[src/verilog/gbs_map.svh]
// Bus command codes, timing figures and defaults for the bus command sequencer
`ifndef GBS_MAP_SVH
`define GBS_MAP_SVH

// Clock rate
`define GBS_CLK_HZ 25000000
`define GBS_CLK_MHZ 25

// Universal and addressed bus commands
`define GBS_CMD_UNL 8'h3F
`define GBS_CMD_LLO 8'h11
`define GBS_CMD_GTL 8'h01
`define GBS_CMD_PPC 8'h05
`define GBS_LISTEN_BASE 8'h20
`define GBS_TALK_BASE 8'h40
`define GBS_PPE_BASE 8'h60
`define GBS_PPE_CFG_W 4

// Device address range
`define GBS_MAX_ADDR 16'h001E
`define GBS_GLOBAL_SLOT 5'h1F

// Output terminator modes
`define GBS_TERM_BOTH 2'h0
`define GBS_TERM_EOI 2'h1
`define GBS_TERM_STR 2'h2

// End-of-line string: up to 8 bytes, default CR LF
`define GBS_EOL_MAX 4'h8
`define GBS_EOL_DEF_LEN 4'h2
`define GBS_EOL_DEF_STR 64'h0000_0000_0000_0A0D

// Error codes
`define GBS_ERR_NONE 3'h0
`define GBS_ERR_TIMEOUT 3'h1

// Parallel poll hold, 25 us, rounded up
`define GBS_POLL_NS 25000
`define GBS_POLL_CYCLES ((`GBS_POLL_NS * `GBS_CLK_MHZ + 999) / 1000)
// Data settling before the data-valid strobe, 2 us, rounded up
`define GBS_SETTLE_NS 2000
`define GBS_SETTLE_CYCLES ((`GBS_SETTLE_NS * `GBS_CLK_MHZ + 999) / 1000)
// Timeout unit, 1 ms
`define GBS_TIMEOUT_UNIT_NS 1000000
`define GBS_TIMEOUT_UNIT_CYCLES ((`GBS_TIMEOUT_UNIT_NS / 1000) * `GBS_CLK_MHZ)

`endif

[src/verilog/gbs_pkg.sv]
// Types shared by the bus command sequencer
package gbs_pkg;
  typedef enum logic [2:0] {
    OP_LOCKOUT, OP_LOCAL, OP_SHORT, OP_LONG, OP_POLL, OP_POLL_CFG
  } gbs_op_type;
  typedef enum logic [3:0] {
    ST_IDLE, ST_CMD, ST_DATA, ST_TERM, ST_LONG_FETCH, ST_LONG_SEND, ST_POLL, ST_ATN_OFF, ST_FINISH
  } gbs_state_type;
  typedef enum logic [2:0] {
    HS_IDLE, HS_WAIT_RFD, HS_SETTLE, HS_WAIT_ACC
  } gbs_hs_state_type;
endpackage

[src/verilog/gbs_handshake.sv]
// Source handshake for one bus byte, with timeout
`timescale 1ns/10ps
`include "gbs_map.svh"
module gbs_handshake import gbs_pkg::*; #(
  parameter int unsigned UNIT_CYCLES = `GBS_TIMEOUT_UNIT_CYCLES
) (
  // Clock, reset, enable
  input wire logic i_sys_clk,
  input wire logic i_rst_n,
  input wire logic i_clk_en,
  // Byte request
  input wire logic i_start,
  input wire logic [7:0] i_byte,
  input wire logic i_eoi,
  input wire logic [15:0] i_timeout,
  // Filtered bus levels
  input wire logic i_nrfd_n,
  input wire logic i_ndac_n,
  // Result
  output logic o_idle,
  output logic o_dav,
  output logic o_eoi,
  output logic [7:0] o_data,
  output logic o_done,
  output logic o_timeout
);
  localparam logic [7:0] SETTLE_LAST = 8'(`GBS_SETTLE_CYCLES - 1);
  localparam logic [31:0] UNIT_LAST = 32'(UNIT_CYCLES - 1);

  gbs_hs_state_type state;
  logic [7:0] settle_cnt;
  logic [31:0] unit_cnt;
  logic [15:0] units;

  wire unit_tick = (unit_cnt == UNIT_LAST);
  wire expired = (i_timeout != 16'h0000) && (units == i_timeout) && (state != HS_IDLE);

  assign o_idle = (state == HS_IDLE);

  // Timeout units since the byte was started
  always_ff @(posedge i_sys_clk or negedge i_rst_n) begin
    if (!i_rst_n) begin
      unit_cnt <= 32'h0000_0000;
      units <= 16'h0000;
    end else if (i_clk_en) begin
      if (state == HS_IDLE) begin
        unit_cnt <= 32'h0000_0000;
        units <= 16'h0000;
      end else if (unit_tick) begin
        unit_cnt <= 32'h0000_0000;
        units <= units + 16'h0001;
      end else begin
        unit_cnt <= unit_cnt + 32'h0000_0001;
      end
    end
  end

  always_ff @(posedge i_sys_clk or negedge i_rst_n) begin
    if (!i_rst_n) begin
      state <= HS_IDLE;
      settle_cnt <= 8'h00;
      o_dav <= 1'b0;
      o_eoi <= 1'b0;
      o_data <= 8'h00;
      o_done <= 1'b0;
      o_timeout <= 1'b0;
    end else if (i_clk_en) begin
      o_done <= 1'b0;
      o_timeout <= 1'b0;
      if (expired) begin
        state <= HS_IDLE;
        o_dav <= 1'b0;
        o_eoi <= 1'b0;
        o_timeout <= 1'b1;
      end else begin
        case (state)
          HS_IDLE: if (i_start) begin
            o_data <= i_byte;
            o_eoi <= i_eoi;
            state <= HS_WAIT_RFD;
          end
          HS_WAIT_RFD: if (i_nrfd_n) begin
            settle_cnt <= 8'h00;
            state <= HS_SETTLE;
          end
          HS_SETTLE: if (settle_cnt == SETTLE_LAST) begin
            o_dav <= 1'b1;
            state <= HS_WAIT_ACC;
          end else begin
            settle_cnt <= settle_cnt + 8'h01;
          end
          HS_WAIT_ACC: if (i_ndac_n) begin
            o_dav <= 1'b0;
            o_eoi <= 1'b0;
            o_done <= 1'b1;
            state <= HS_IDLE;
          end
          default: state <= HS_IDLE;
        endcase
      end
    end
  end
endmodule // gbs_handshake

[src/verilog/gbs_sequencer.sv]
// Controller-side bus command sequencer: addressing, strings, parallel poll
// Notes on behaviour
// - Lockout asserts ATN then sends the universal lockout command, no address.
// - Go-to-local in 0..30: ATN, unlisten, listen address, own talk, go-to-local.
// - Go-to-local outside 0..30: release REN, then ATN, no command bytes.
// - Released REN is driven electrically high.
// - Short string in range: ATN, REN, addressing, drop ATN, data, terminator.
// - Short string out of range: no addressing, drop ATN, data, terminator.
// - After the last short data byte send the device's configured terminator.
// - Terminator mode 0 string plus EOI, 1 EOI alone, 2 string alone.
// - End-of-line string holds up to 8 bytes, default CR LF.
// - Long string sends 0..65535 bytes from a memory segment from offset zero.
// - Long string stops at the byte count or on a handshake timeout.
// - Long string in range: ATN, addressing, drop ATN, stream; no REN, no terminator.
// - Long string out of range: no addressing, drop ATN, stream bytes.
// - Poll: ATN and EOI for 25 us, capture data, release EOI then ATN.
// - Poll result is the eight captured data lines; configured devices drive them.
// - Poll configure in range: ATN, addressing, configure command, then enable byte.
// - Poll configure out of range: ATN, configure command, enable byte.
// - Configuration bits 4 to 15 are ignored.
`timescale 1ns/10ps
`include "gbs_map.svh"
module gbs_sequencer import gbs_pkg::*; #(
  parameter int unsigned TIMEOUT_UNIT_CYCLES = `GBS_TIMEOUT_UNIT_CYCLES
) (
  // Clock, reset, enable
  input wire logic i_sys_clk,
  input wire logic i_rst_n,
  input wire logic i_clk_en,
  // Host operation request and result
  input wire logic i_cmd_valid,
  input gbs_op_type i_cmd_op,
  input wire logic [15:0] i_cmd_addr,
  input wire logic [15:0] i_cmd_seg,
  input wire logic [15:0] i_cmd_len,
  input wire logic [15:0] i_cmd_config,
  output logic o_cmd_ready,
  output logic o_done,
  output logic [2:0] o_error,
  output logic [7:0] o_poll_result,
  output logic [15:0] o_count,
  // Settings
  input wire logic [4:0] i_my_addr,
  input wire logic [15:0] i_timeout,
  input wire logic i_term_wr,
  input wire logic [4:0] i_term_addr,
  input wire logic [1:0] i_term_mode,
  input wire logic i_eol_wr,
  input wire logic [3:0] i_eol_len,
  input wire logic [63:0] i_eol_str,
  // Short string byte stream
  input wire logic i_data_valid,
  input wire logic [7:0] i_data_byte,
  input wire logic i_data_last,
  output logic o_data_ready,
  // Source segment reads
  output logic o_mem_req,
  output logic [15:0] o_mem_seg,
  output logic [15:0] o_mem_offset,
  input wire logic i_mem_ack,
  input wire logic [7:0] i_mem_data,
  // Bus pins, low true; data output enable o_dio_oe high true
  output logic o_atn_n,
  output logic o_ren_n,
  output logic o_eoi_n,
  output logic o_dav_n,
  output logic [7:0] o_dio_n,
  output logic o_dio_oe,
  input wire logic [7:0] i_dio_n,
  input wire logic i_nrfd_n,
  input wire logic i_ndac_n
);
  localparam logic [9:0] POLL_LAST = 10'(`GBS_POLL_CYCLES);

  function automatic logic addr_valid(input logic [15:0] a);
    addr_valid = !a[15] && (a <= `GBS_MAX_ADDR);
  endfunction

  function automatic logic [3:0] cmd_total(input gbs_op_type op, input logic ok);
    case (op)
      OP_LOCKOUT: cmd_total = 4'h1;
      OP_LOCAL: cmd_total = ok ? 4'h4 : 4'h0;
      OP_SHORT, OP_LONG: cmd_total = ok ? 4'h3 : 4'h0;
      OP_POLL_CFG: cmd_total = ok ? 4'h5 : 4'h2;
      default: cmd_total = 4'h0;
    endcase
  endfunction

  function automatic logic [7:0] cmd_byte(input gbs_op_type op, input logic ok, input logic [3:0] step,
                                          input logic [4:0] lad, input logic [4:0] me, input logic [3:0] cfg);
    logic [3:0] idx;
    idx = ok ? step : step + 4'h3;
    if (op == OP_LOCKOUT) begin
      cmd_byte = `GBS_CMD_LLO;
    end else begin
      case (idx)
        4'h0: cmd_byte = `GBS_CMD_UNL;
        4'h1: cmd_byte = `GBS_LISTEN_BASE | {3'h0, lad};
        4'h2: cmd_byte = `GBS_TALK_BASE | {3'h0, me};
        4'h3: cmd_byte = (op == OP_LOCAL) ? `GBS_CMD_GTL : `GBS_CMD_PPC;
        default: cmd_byte = `GBS_PPE_BASE | {4'h0, cfg};
      endcase
    end
  endfunction

  // Reset release and input filters
  logic rst_meta, rst_n;
  logic [9:0] pin_s1, pin_s2, pin_s3, pin_filt;
  wire [7:0] dio_filt = pin_filt[7:0];

  always_ff @(posedge i_sys_clk or negedge i_rst_n) begin
    if (!i_rst_n) begin
      rst_meta <= 1'b0;
      rst_n <= 1'b0;
    end else begin
      rst_meta <= 1'b1;
      rst_n <= rst_meta;
    end
  end

  always_ff @(posedge i_sys_clk or negedge rst_n) begin
    if (!rst_n) begin
      pin_s1 <= 10'h3FF;
      pin_s2 <= 10'h3FF;
      pin_s3 <= 10'h3FF;
      pin_filt <= 10'h3FF;
    end else if (i_clk_en) begin
      pin_s1 <= {i_ndac_n, i_nrfd_n, i_dio_n};
      pin_s2 <= pin_s1;
      pin_s3 <= pin_s2;
      pin_filt <= (pin_s2 & pin_s3) | (pin_filt & (pin_s2 | pin_s3));
    end
  end

  // Terminator settings
  logic [1:0] term_tab [0:31];
  logic [3:0] eol_len;
  logic [63:0] eol_str;

  always_ff @(posedge i_sys_clk or negedge rst_n) begin
    if (!rst_n) begin
      for (int i = 0; i < 32; i++) begin
        term_tab[i] <= `GBS_TERM_BOTH;
      end
      eol_len <= `GBS_EOL_DEF_LEN;
      eol_str <= `GBS_EOL_DEF_STR;
    end else if (i_clk_en) begin
      if (i_term_wr) begin
        term_tab[i_term_addr] <= i_term_mode;
      end
      if (i_eol_wr) begin
        eol_len <= (i_eol_len > `GBS_EOL_MAX) ? `GBS_EOL_MAX : i_eol_len;
        eol_str <= i_eol_str;
      end
    end
  end

  // Operation state
  gbs_state_type state;
  gbs_op_type op;
  logic addr_ok;
  logic [4:0] lad;
  logic [3:0] cfg;
  logic [15:0] len;
  logic [1:0] cur_mode;
  logic [3:0] total;
  logic [3:0] step;
  logic last_q;
  logic [7:0] long_byte;
  logic [9:0] poll_cnt;
  logic poll_eoi;
  logic hs_start, hs_wait, hs_eoi_q;
  logic [7:0] hs_byte_q;
  logic hs_idle, hs_dav, hs_eoi, hs_done, hs_timeout;
  logic [7:0] hs_data;

  wire take_cmd = o_cmd_ready & i_cmd_valid;
  wire take_data = o_data_ready & i_data_valid;
  wire cmd_ok = addr_valid(i_cmd_addr);
  wire [3:0] term_total = (cur_mode == `GBS_TERM_EOI) ? 4'h0 : eol_len;
  wire cmd_end = (state == ST_CMD) && (step == total) && !hs_wait;
  wire term_end = (state == ST_TERM) && (step == term_total) && !hs_wait;
  wire [15:0] next_offset = o_mem_offset + 16'h0001;
  wire free = hs_idle && !hs_wait && !hs_start;
  wire launch = free && (((state == ST_CMD) && (step != total)) || ((state == ST_TERM) && (step != term_total))
                         || (state == ST_LONG_SEND));
  wire [7:0] eol_byte = eol_str[{step[2:0], 3'h0} +: 8];
  wire [7:0] launch_byte = (state == ST_CMD) ? cmd_byte(op, addr_ok, step, lad, i_my_addr, cfg) :
                           (state == ST_TERM) ? eol_byte : long_byte;
  wire launch_eoi = (state == ST_TERM) && (cur_mode == `GBS_TERM_BOTH) && (step == term_total - 4'h1);
  wire data_eoi = i_data_last && (cur_mode == `GBS_TERM_EOI);
  wire needs_atn = (i_cmd_op == OP_LOCKOUT) || (i_cmd_op == OP_POLL) || (i_cmd_op == OP_POLL_CFG)
                   || ((i_cmd_op == OP_LOCAL) && cmd_ok);

  // Byte launch toward the handshake
  always_ff @(posedge i_sys_clk or negedge rst_n) begin
    if (!rst_n) begin
      hs_start <= 1'b0;
      hs_wait <= 1'b0;
      hs_byte_q <= 8'h00;
      hs_eoi_q <= 1'b0;
      step <= 4'h0;
      last_q <= 1'b0;
      o_data_ready <= 1'b0;
    end else if (i_clk_en) begin
      hs_start <= launch || take_data;
      if (launch || take_data) begin
        hs_wait <= 1'b1;
        hs_byte_q <= take_data ? i_data_byte : launch_byte;
        hs_eoi_q <= take_data ? data_eoi : launch_eoi;
      end else if (hs_done || hs_timeout) begin
        hs_wait <= 1'b0;
      end
      if (take_data) begin
        last_q <= i_data_last;
      end
      o_data_ready <= !take_data && (state == ST_DATA) && free && !(hs_done && last_q) && !hs_timeout;
      if (take_cmd || cmd_end) begin
        step <= 4'h0;
      end else if (hs_done && ((state == ST_CMD) || (state == ST_TERM))) begin
        step <= step + 4'h1;
      end
    end
  end

  // Operation sequencing
  always_ff @(posedge i_sys_clk or negedge rst_n) begin
    if (!rst_n) begin
      state <= ST_IDLE;
      op <= OP_LOCKOUT;
      addr_ok <= 1'b0;
      lad <= 5'h00;
      cfg <= 4'h0;
      len <= 16'h0000;
      cur_mode <= `GBS_TERM_BOTH;
      total <= 4'h0;
      long_byte <= 8'h00;
      poll_cnt <= 10'h000;
      poll_eoi <= 1'b0;
      o_cmd_ready <= 1'b1;
      o_done <= 1'b0;
      o_error <= `GBS_ERR_NONE;
      o_poll_result <= 8'h00;
      o_count <= 16'h0000;
      o_mem_req <= 1'b0;
      o_mem_seg <= 16'h0000;
      o_mem_offset <= 16'h0000;
      o_atn_n <= 1'b1;
      o_ren_n <= 1'b1;
    end else if (i_clk_en) begin
      o_done <= 1'b0;
      if (hs_done && ((state == ST_DATA) || (state == ST_LONG_SEND))) begin
        o_count <= o_count + 16'h0001;
      end
      if (hs_timeout) begin
        o_error <= `GBS_ERR_TIMEOUT;
        o_mem_req <= 1'b0;
        state <= ST_FINISH;
      end else begin
        case (state)
          ST_IDLE: if (take_cmd) begin
            o_cmd_ready <= 1'b0;
            op <= i_cmd_op;
            addr_ok <= cmd_ok;
            lad <= i_cmd_addr[4:0];
            cfg <= i_cmd_config[3:0];
            len <= i_cmd_len;
            o_mem_seg <= i_cmd_seg;
            o_mem_offset <= 16'h0000;
            cur_mode <= cmd_ok ? term_tab[i_cmd_addr[4:0]] : term_tab[`GBS_GLOBAL_SLOT];
            total <= cmd_total(i_cmd_op, cmd_ok);
            o_error <= `GBS_ERR_NONE;
            o_count <= 16'h0000;
            if (needs_atn) begin
              o_atn_n <= 1'b0;
            end
            if (((i_cmd_op == OP_SHORT) || (i_cmd_op == OP_LONG)) && cmd_ok) begin
              o_atn_n <= 1'b0;
            end
            if ((i_cmd_op == OP_SHORT) && cmd_ok) begin
              o_ren_n <= 1'b0;
            end
            if (i_cmd_op == OP_POLL) begin
              poll_eoi <= 1'b1;
              poll_cnt <= 10'h000;
              state <= ST_POLL;
            end else begin
              state <= ST_CMD;
            end
          end
          ST_CMD: if (cmd_end) begin
            case (op)
              OP_LOCAL: if (addr_ok) begin
                state <= ST_FINISH;
              end else begin
                o_ren_n <= 1'b1;
                state <= ST_ATN_OFF;
              end
              OP_SHORT: begin
                o_atn_n <= 1'b1;
                state <= ST_DATA;
              end
              OP_LONG: begin
                o_atn_n <= 1'b1;
                o_mem_req <= (len != 16'h0000);
                state <= (len == 16'h0000) ? ST_FINISH : ST_LONG_FETCH;
              end
              default: state <= ST_FINISH;
            endcase
          end
          ST_DATA: if (hs_done && last_q) begin
            state <= ST_TERM;
          end
          ST_TERM: if (term_end) begin
            state <= ST_FINISH;
          end
          ST_LONG_FETCH: if (i_mem_ack && o_mem_req) begin
            o_mem_req <= 1'b0;
            long_byte <= i_mem_data;
            state <= ST_LONG_SEND;
          end
          ST_LONG_SEND: if (hs_done) begin
            o_mem_offset <= next_offset;
            if (next_offset == len) begin
              state <= ST_FINISH;
            end else begin
              o_mem_req <= 1'b1;
              state <= ST_LONG_FETCH;
            end
          end
          ST_POLL: if (poll_cnt == POLL_LAST) begin
            o_poll_result <= ~dio_filt;
            poll_eoi <= 1'b0;
            state <= ST_ATN_OFF;
          end else begin
            poll_cnt <= poll_cnt + 10'h001;
          end
          ST_ATN_OFF: if (o_eoi_n) begin
            o_atn_n <= 1'b1;
            state <= ST_FINISH;
          end
          default: begin
            o_done <= 1'b1;
            o_cmd_ready <= 1'b1;
            state <= ST_IDLE;
          end
        endcase
      end
    end
  end

  // Pin drivers
  always_ff @(posedge i_sys_clk or negedge rst_n) begin
    if (!rst_n) begin
      o_eoi_n <= 1'b1;
      o_dav_n <= 1'b1;
      o_dio_n <= 8'hFF;
      o_dio_oe <= 1'b0;
    end else if (i_clk_en) begin
      o_eoi_n <= !(hs_eoi || poll_eoi);
      o_dav_n <= !hs_dav;
      o_dio_n <= ~hs_data;
      o_dio_oe <= !hs_idle;
    end
  end

  gbs_handshake #(
    .UNIT_CYCLES(TIMEOUT_UNIT_CYCLES)
  ) u_handshake (
    .i_sys_clk(i_sys_clk),
    .i_rst_n(rst_n),
    .i_clk_en(i_clk_en),
    .i_start(hs_start),
    .i_byte(hs_byte_q),
    .i_eoi(hs_eoi_q),
    .i_timeout(i_timeout),
    .i_nrfd_n(pin_filt[8]),
    .i_ndac_n(pin_filt[9]),
    .o_idle(hs_idle),
    .o_dav(hs_dav),
    .o_eoi(hs_eoi),
    .o_data(hs_data),
    .o_done(hs_done),
    .o_timeout(hs_timeout)
  );
endmodule // gbs_sequencer
[config.mk]
export PLATFORM = sky130hd
export DESIGN_NAME = gbs_sequencer
export DESIGN_NICKNAME = d
export VERILOG_FILES = /design/src/verilog/gbs_pkg.sv /design/src/verilog/gbs_handshake.sv /design/src/verilog/gbs_sequencer.sv
export VERILOG_INCLUDE_DIRS = /design/src /design/src/verilog
export SDC_FILE = /design/constraint.sdc
export NUM_CORES = 1
export LEC_CHECK = 0
export BUFFER_PORTS_ARGS = -buffer_cell sky130_fd_sc_hd__buf_2
export CAP_MARGIN = 20
export CORE_UTILIZATION = 58
export CTS_CLUSTER_DIAMETER = 50
export DETAILED_ROUTE_END_ITERATION = 12
export PLACE_DENSITY = 0.87
export SETUP_SLACK_MARGIN = 0.1
export SKIP_LAST_GASP = 1
export SLEW_MARGIN = 30
export SYNTH_ARGS = -nofsm -noshare
export SYNTH_HDL_FRONTEND = slang
export SYNTH_SLANG_ARGS = --single-unit
[constraint.sdc]
create_clock -name i_sys_clk -period 13.54 [get_ports i_sys_clk]
set_clock_uncertainty 0.2 [all_clocks]
set_input_delay 2.708 -clock i_sys_clk [delete_from_list [all_inputs] [get_ports i_sys_clk]]
set_output_delay 2.708 -clock i_sys_clk [all_outputs]
set_load 0.005 [all_outputs]
==> results of run 1 <==
==> cells by family after synthesis <==
logic type,Yosys count,synth area share
buf+inv,139,0.0293
mux,225,0.151
compound gates,273,0.0864
xor+xnor,109,0.0492
fa+ha+maj,15,0.00967
other cells,2,0.000387
flops,391,0.508
simple gates,675,0.166
==> sequential cells by signal, indices dropped and copies added, names as in the netlist, 5 cells and up <==
signal                  count
eol_str                    64
hs_byte_q                   8
lad                         5
len                        16
long_byte                   8
o_count                    16
o_dio_n                     8
o_mem_offset               16
o_mem_seg                  16
o_poll_result               8
pin_filt                   10
pin_s1                     10
pin_s2                     10
pin_s3                     10
poll_cnt                   10
term_tab                   64
u_handshake.o_data          8
u_handshake.settle_cnt      8
u_handshake.unit_cnt       32
u_handshake.units          16
==> path summary, 6_finish.rpt <==
kind / end / depth (start not counted) / slack, ns
setup / recovery: o_mem_offset[13]$_DFFE_PN0P_ / 10 / 7.85
hold / removal: eol_str[8]$_DFFE_PN0P_ / 0 / 0.02
hold reg to reg: eol_str[8]$_DFFE_PN0P_ / 0 / 0.02
setup reg to reg: o_mem_offset[13]$_DFFE_PN0P_ / 7 / 10.24
max in group asynchronous: rst_n$_DFF_PN0_ / 1 / 11.29
min in group i_sys_clk: rst_n$_DFF_PN0_ / 0 / 0.17
==> Yosys cell counts (5+ instances only) <==
cell,n,area (µm²)
sky130_fd_sc_hd__o211ai_1,10,75.1
sky130_fd_sc_hd__inv_1,37,139
sky130_fd_sc_hd__clkbuf_1,62,233
sky130_fd_sc_hd__nor2b_1,9,56.3
sky130_fd_sc_hd__nor3b_1,5,37.5
sky130_fd_sc_hd__o21ai_0,125,626
sky130_fd_sc_hd__nand2b_1,10,62.6
sky130_fd_sc_hd__a31oi_1,8,50.1
sky130_fd_sc_hd__xor2_1,69,604
sky130_fd_sc_hd__buf_1,13,48.8
sky130_fd_sc_hd__nor2_1,150,563
sky130_fd_sc_hd__buf_2,20,100
sky130_fd_sc_hd__dfrtp_1,332,8310
sky130_fd_sc_hd__ha_1,15,188
sky130_fd_sc_hd__mux4_2,36,811
sky130_fd_sc_hd__nand3b_1,9,67.6
sky130_fd_sc_hd__o41ai_1,6,52.6
sky130_fd_sc_hd__dfstp_2,59,1550
sky130_fd_sc_hd__and3_1,15,93.8
sky130_fd_sc_hd__a21oi_1,43,215
sky130_fd_sc_hd__nand4_1,36,225
sky130_fd_sc_hd__xnor2_1,40,350
sky130_fd_sc_hd__a211oi_1,7,52.6
sky130_fd_sc_hd__mux2_2,172,1940
sky130_fd_sc_hd__mux2i_1,15,150
sky130_fd_sc_hd__nor3_1,20,100
sky130_fd_sc_hd__nor4b_1,6,52.6
sky130_fd_sc_hd__o22ai_1,8,50.1
sky130_fd_sc_hd__nand3_1,45,225
sky130_fd_sc_hd__o31ai_1,16,120
sky130_fd_sc_hd__nor4_1,24,150
sky130_fd_sc_hd__nand2_1,280,1050
sky130_fd_sc_hd__or4_1,7,52.6
sky130_fd_sc_hd__or3_1,13,81.3
sky130_fd_sc_hd__and2_1,13,81.3
sky130_fd_sc_hd__and4_1,5,43.8
==> placed cells by master (no fill, tap or decap), drive strengths merged, types with 43 or more instances in the layout <==
master,count
dfrtp,332
nand2,280
buf,273
mux2,174
nor2,154
o21ai,129
xor2,69
clkbuf,65
dfstp,59
nand3,46
a21oi,43
==> cell type report <==
cell class | instances | area, µm²
Tap cell | 442 | 553
Timing Repair Buffer | 274 | 1460
Sequential cell | 391 | 9860
Clock inverter | 16 | 190
Multi-Input combinational cell | 1300 | 8990
Fill cell | 2319 | 10200
Antenna cell | 6 | 15.0
Inverter | 39 | 146
Clock buffer | 64 | 1290
==> stage by stage <==
stage / instances / setup slack [ns]
after floorplan: 1830 / 1.74
after global placement: 2444 / 7.49
after detailed placement: 2444 / 7.35
after CTS: 2524 / 7.92
after global routing: 2531 / 7.68
final: 2532 / 7.85
==> power by group through the flow <==
stage	Combinational (W)	Clock [W]	Sequential, W
final	0.000904	0.00119	0.00161
after global routing	0.000996	0.00126	0.00164
after CTS	0.000889	0.00121	0.00161
after detailed placement	0.000874	0	0.00163
after global placement	0.000831	0	0.00161
after floorplan	0.000645	0	0.00157
==> worst max-delay path, cell delays in order <==
cell                       delay [ns]
sky130_fd_sc_hd__buf_2           0.20
sky130_fd_sc_hd__buf_4           0.66
sky130_fd_sc_hd__clkinv_1        0.16
sky130_fd_sc_hd__buf_4           0.33
sky130_fd_sc_hd__nor2_1          0.22
sky130_fd_sc_hd__nand2_1         0.15
sky130_fd_sc_hd__nor2_1          0.61
sky130_fd_sc_hd__nor2_1          0.42
sky130_fd_sc_hd__o21ai_0         0.28
sky130_fd_sc_hd__o21ai_0         0.11
==> metal layers <==
| metal | up-vias | share of wire | global-route usage |
|---|---|---|---|
| met5 | - | 0 | 0 |
| met4 | 0 | 0.037 | 0.118 |
| met3 | 153 | 0.072 | 0.0598 |
| met2 | 678 | 0.50 | 0.475 |
| met1 | 7590 | 0.40 | 0.365 |
| li1 | 6924 | - | - |
==> results.json, run 1 <==
{
  "boundaryPins": 274,
  "hold_path.class": "reg -> async",
  "synth-edff-count": 0,
  "holdBufCountCts": 0,
  "yosysUniqueCellTypes": 83,
  "starting_density_of_the_core": 0.593,
  "synth_area_per_cell_um2": 10.6,
  "finalMaxSlewViolations": 0,
  "place.gp.congestion": 0.916,
  "switching_share": 0.317,
  "criticalPathCategory": "in -> reg",
  "crit_start": "i_clk_en",
  "firstDrtPassIters": 7,
  "antenna_found_initial": 5,
  "clk_pin_slew_ns": 0.06,
  "cts.sink_count": 391,
  "setup_violations": 0,
  "worst_r2r_startpoint": "state[2]$_DFFE_PN0P_",
  "grt_first_pass_wirelength_mm": 78.4,
  "power_total_w": 0.00371,
  "critical_path.endpoint_type": "flip-flop",
  "netSwitchingPower_w": 0.00118,
  "via_per_inst": 6.06,
  "intPower_w": 0.00254,
  "power.share.combinational": 0.244,
  "cts-buffers-inserted": 44,
  "part_of_the_total_power_dissipated_in_the_clock_network": 0.322,
  "chipHeight_um": 185,
  "max_vdd_drop_mv": 0.128,
  "final_layout_size_suffix_gt1_frac": 0.310,
  "report.final.hold_viol_count": 0,
  "cts_setup_buffers": 0,
  "relSlewSlack": 0.358,
  "grt_start_max_net_pins": 163,
  "run_status": "complete, no violations",
  "global_route.overflow_total": 0,
  "period_minus_slack_ns": 5.69,
  "routedWlPerCell_um": 19.1,
  "postRouteWirelength_mm": 48.4,
  "tns_ns": 0,
  "power_density_nw_per_um2": 165,
  "clock_tree.root_cell": "sky130_fd_sc_hd__clkbuf_16",
  "worst_setup_path_start_kind": "input port",
  "dr_total_vias": 15300,
  "std_cell_rows": 66,
  "clock_path_buffers": 3,
  "port_buffers": 259,
  "p_leak_nw": 10.3,
  "dpl.hpwl_mm": 32.9,
  "fp.dieArea_um2": 34200,
  "fin_worst_hold_slack_ns": 0.0210,
  "mappedNetlistArea_um2": 19400,
  "critical_path_required_time_ns": 13.75,
  "clock_tree_from_tritoncts": "built",
  "grt_usage": 0.286,
  "post_synth_inst_count": 1829,
  "maxCapViolations": 0,
  "antenna_violating_nets_post_route": 0,
  "ys_ff_latch": 391,
  "unrepaired_setup_endpoints_after_global_routing": "no",
  "yosysWarnings": 0,
  "predominant_post_synthesis_flop_cell": "sky130_fd_sc_hd__dfrtp_1",
  "placedInstanceArea_um2": 21000,
  "worst-path-max-fanout": 69,
  "max_clock_freq_mhz": 176,
  "first_iter_violations": 1343,
  "yosysSeqAreaShare": 0.508,
  "cp_data_arrival_time_ns": 5.90,
  "ratio_of_final_minimum_period_to_clock_period": 0.420,
  "final_net_count": 2263,
  "ctsHtreeMaxLevel": 2,
  "via_count_of_the_first_global_routing_pass": 15600,
  "design_area_um2": 22500,
  "utilization": 0.688,
  "sequential_fraction_of_design_power": 0.435,
  "remaining_drc_errors": 0,
  "worstMarginPinSlew_ns": 0.956,
  "ctsResizeCount": 0,
  "die_x_um": 185,
  "floorplan.core_area_um2": 32700,
  "synthArstFlopShare": 1.00,
  "area.growth.synth_to_final_pct": 16.0,
  "clock_insertion_delay_worst_skew_ns": 0.54
}
No activity file was read; power rests on OpenSTA's default activity.
==> run 2: changes to the inputs <==
==> constraint.sdc (replaced) <==
create_clock -name i_sys_clk -period 5.75 [get_ports i_sys_clk]
set_clock_uncertainty 0.2 [all_clocks]
set_input_delay 1.15 -clock i_sys_clk [delete_from_list [all_inputs] [get_ports i_sys_clk]]
set_output_delay 1.15 -clock i_sys_clk [all_outputs]
set_load 0.005 [all_outputs]
==> run 2 against run 1 <==
Compared with the run above: sequential power rose by 140%; count of clock-buffer cells in the layout decreased by 1; largest power group unchanged; routed wire length is 1.5% higher; final cell count hardly changed; sequential cell count is the same; largest cell class unchanged; clock power up 140%; global-route usage is 0.52 points higher.
==> results.json, run 2 (synthesized netlist as in run 1, its figures left out) <==
{
  "place.gp.congestion": 0.926,
  "cp_data_arrival_time_ns": 3.75,
  "part_of_the_total_power_dissipated_in_the_clock_network": 0.329,
  "sequential_fraction_of_design_power": 0.431,
  "period_minus_slack_ns": 3.54,
  "ff2ff_setup_slack_ns": 2.44,
  "power_density_nw_per_um2": 392,
  "clk_pin_slew_ns": 0.06,
  "clock_insertion_delay_worst_skew_ns": 0.55,
  "max_clock_freq_mhz": 282,
  "global_route.overflow_total": 0,
  "maxCapViolations": 0,
  "intPower_w": 0.00603,
  "firstDrtPassIters": 6,
  "switching_share": 0.318,
  "dpl.hpwl_mm": 33.2,
  "final_net_count": 2266,
  "ctsHtreeMaxLevel": 2,
  "antenna_violating_nets_post_route": 0,
  "worstMarginPinSlew_ns": 0.943,
  "final.setup.worst_slack_ns": 2.21,
  "layout_common_cells": "sky130_fd_sc_hd__dfrtp_1 (331), sky130_fd_sc_hd__nand2_1 (279), sky130_fd_sc_hd__buf_2 (259)",
  "worst-path-max-fanout": 24,
  "timing.critical_path.slowest_cell_delay_ns": 0.60,
  "report.final.hold_viol_count": 0,
  "chipHeight_um": 185,
  "worst_r2r_endpoint": "o_mem_offset[15]$_DFFE_PN0P_",
  "power.share.combinational": 0.240,
  "grt_start_max_net_pins": 181,
  "cts.sink_count": 391,
  "clock_path_buffers": 3,
  "post-place-ws_ns": 1.75,
  "routedWlPerCell_um": 19.4,
  "fp.dieArea_um2": 34200,
  "setup_violations": 0,
  "remaining_drc_errors": 0,
  "area.growth.synth_to_final_pct": 16.4,
  "max_vdd_drop_mv": 0.283,
  "floorplan.core_area_um2": 32700,
  "port_buffers": 259,
  "critical_path_required_time_ns": 5.96,
  "via_per_inst": 6.07,
  "clock_tree.root_cell": "sky130_fd_sc_hd__clkbuf_16",
  "first_iter_violations": 1327,
  "grt_usage": 0.291,
  "boundaryPins": 274,
  "postRouteWirelength_mm": 49.1,
  "mostFrequentLayoutCell": "sky130_fd_sc_hd__dfrtp_1",
  "grt_first_pass_wirelength_mm": 78.8,
  "clock_tree_from_tritoncts": "built",
  "criticalPathCategory": "in -> reg",
  "starting_density_of_the_core": 0.593,
  "netSwitchingPower_w": 0.00282,
  "via_count_of_the_first_global_routing_pass": 15200,
  "run_status": "complete, no violations",
  "std_cell_rows": 66,
  "tns_ns": 0,
  "crit_path_cell_trace": "buf_2 > buf_4 > clkinv_1 > nor2_1 > nand2_1 > nor2_1 > nor2_1 > o21ai_0 > o21ai_0",
  "die_x_um": 185,
  "ratio_of_final_minimum_period_to_clock_period": 0.616,
  "final_layout_size_suffix_gt1_frac": 0.310,
  "cts-buffers-inserted": 45,
  "unrepaired_setup_endpoints_after_global_routing": "no",
  "rr_worst_depth": 7,
  "relSlewSlack": 0.367,
  "p_leak_nw": 10.3,
  "worst_r2r_startpoint": "state[2]$_DFFE_PN0P_",
  "cpMostUsedCell": "sky130_fd_sc_hd__nor2_1",
  "cts_setup_buffers": 0,
  "hold_path.class": "reg -> async",
  "dr_total_vias": 15400,
  "worst_setup_path_start_kind": "input port",
  "critical_path.slowest_cell": "sky130_fd_sc_hd__nor2_1",
  "critical_path.endpoint_type": "flip-flop",
  "layout_top_registers": "eol_str: 64 flops, term_tab: 64 flops, u_handshake.unit_cnt: 32 flops",
  "antenna_found_initial": 6,
  "finalMaxSlewViolations": 0
}
==> run 2: worst max-delay path by stage <==
| stage | end | slack, ns | from |
|---|---|---|---|
| after floorplan | addr_ok$_DFFE_PN0P_ | 1.74 | rst_n$_DFF_PN0_ |
| after global placement | o_mem_offset[10]$_DFFE_PN0P_ | 1.84 | i_clk_en |
| after detailed placement | o_mem_offset[15]$_DFFE_PN0P_ | 1.75 | i_clk_en |
| after CTS | hs_byte_q[4]$_DFFE_PN0P_ | 2.11 | step[0]$_DFFE_PN0P_ |
| after global routing | o_mem_offset[15]$_DFFE_PN0P_ | 2.05 | i_clk_en |
| final | o_mem_offset[15]$_DFFE_PN0P_ | 2.21 | i_clk_en |
==> run 2: power by group through the flow <==
stage / registers, W / clock network, W / logic, W
after floorplan: 0.00368 / 0 / 0.00152
after global placement: 0.00379 / 0 / 0.00196
after detailed placement: 0.00383 / 0 / 0.00207
after CTS: 0.00380 / 0.00295 / 0.00211
after global routing: 0.00388 / 0.00305 / 0.00233
final: 0.00381 / 0.00291 / 0.00213
==> run 2: final cells by class <==
| type | count | area, µm² |
|---|---|---|
| fillers | 2368 | 10100 |
| flip-flops and latches | 391 | 9860 |
| repair buffers | 276 | 1480 |
| well taps | 442 | 553 |
| multi-input cells | 1300 | 9010 |
| diodes | 4 | 10.0 |
| inverters | 39 | 146 |
| clock buffers | 63 | 1280 |
| clock inverters | 19 | 233 |
==> run 2: layer usage <==
metal,track usage,vias to the layer above,part of all wire
met4,0.124,2,0.039
met3,0.0598,162,0.073
met5,0,-,0.00020
met1,0.367,7597,0.39
met2,0.488,691,0.50
li1,-,6925,-
==> run 2: critical path, delay by kind of cell <==
| family | cells | cell delay (ns) |
|---|---|---|
| AO/OA/AOI/OAI | 2 | 0.40 |
| AND/OR/NAND/NOR | 4 | 1.39 |
| buffers and inverters | 3 | 0.78 |
==> run 2: timing repair <==
action	in CTS	in global routing
hold endpoints to repair	5	0
hold buffers	1	0
gates resized for setup	0	0
==> run 2: stage by stage <==
stage,cell area (µm²),util,hold WS [ns],std cells,power [W]
5_1_grt,22600,0.690,0.154,2533,0.00926
2_1_floorplan,19400,-,0.131,1830,0.00520
3_3_place_gp,21000,0.641,-0.0416,2445,0.00575
3_5_place_dp,21000,0.642,-0.0380,2445,0.00590
4_1_cts,22500,0.689,0.137,2528,0.00885
6_report,22600,0.690,0.137,2534,0.00885
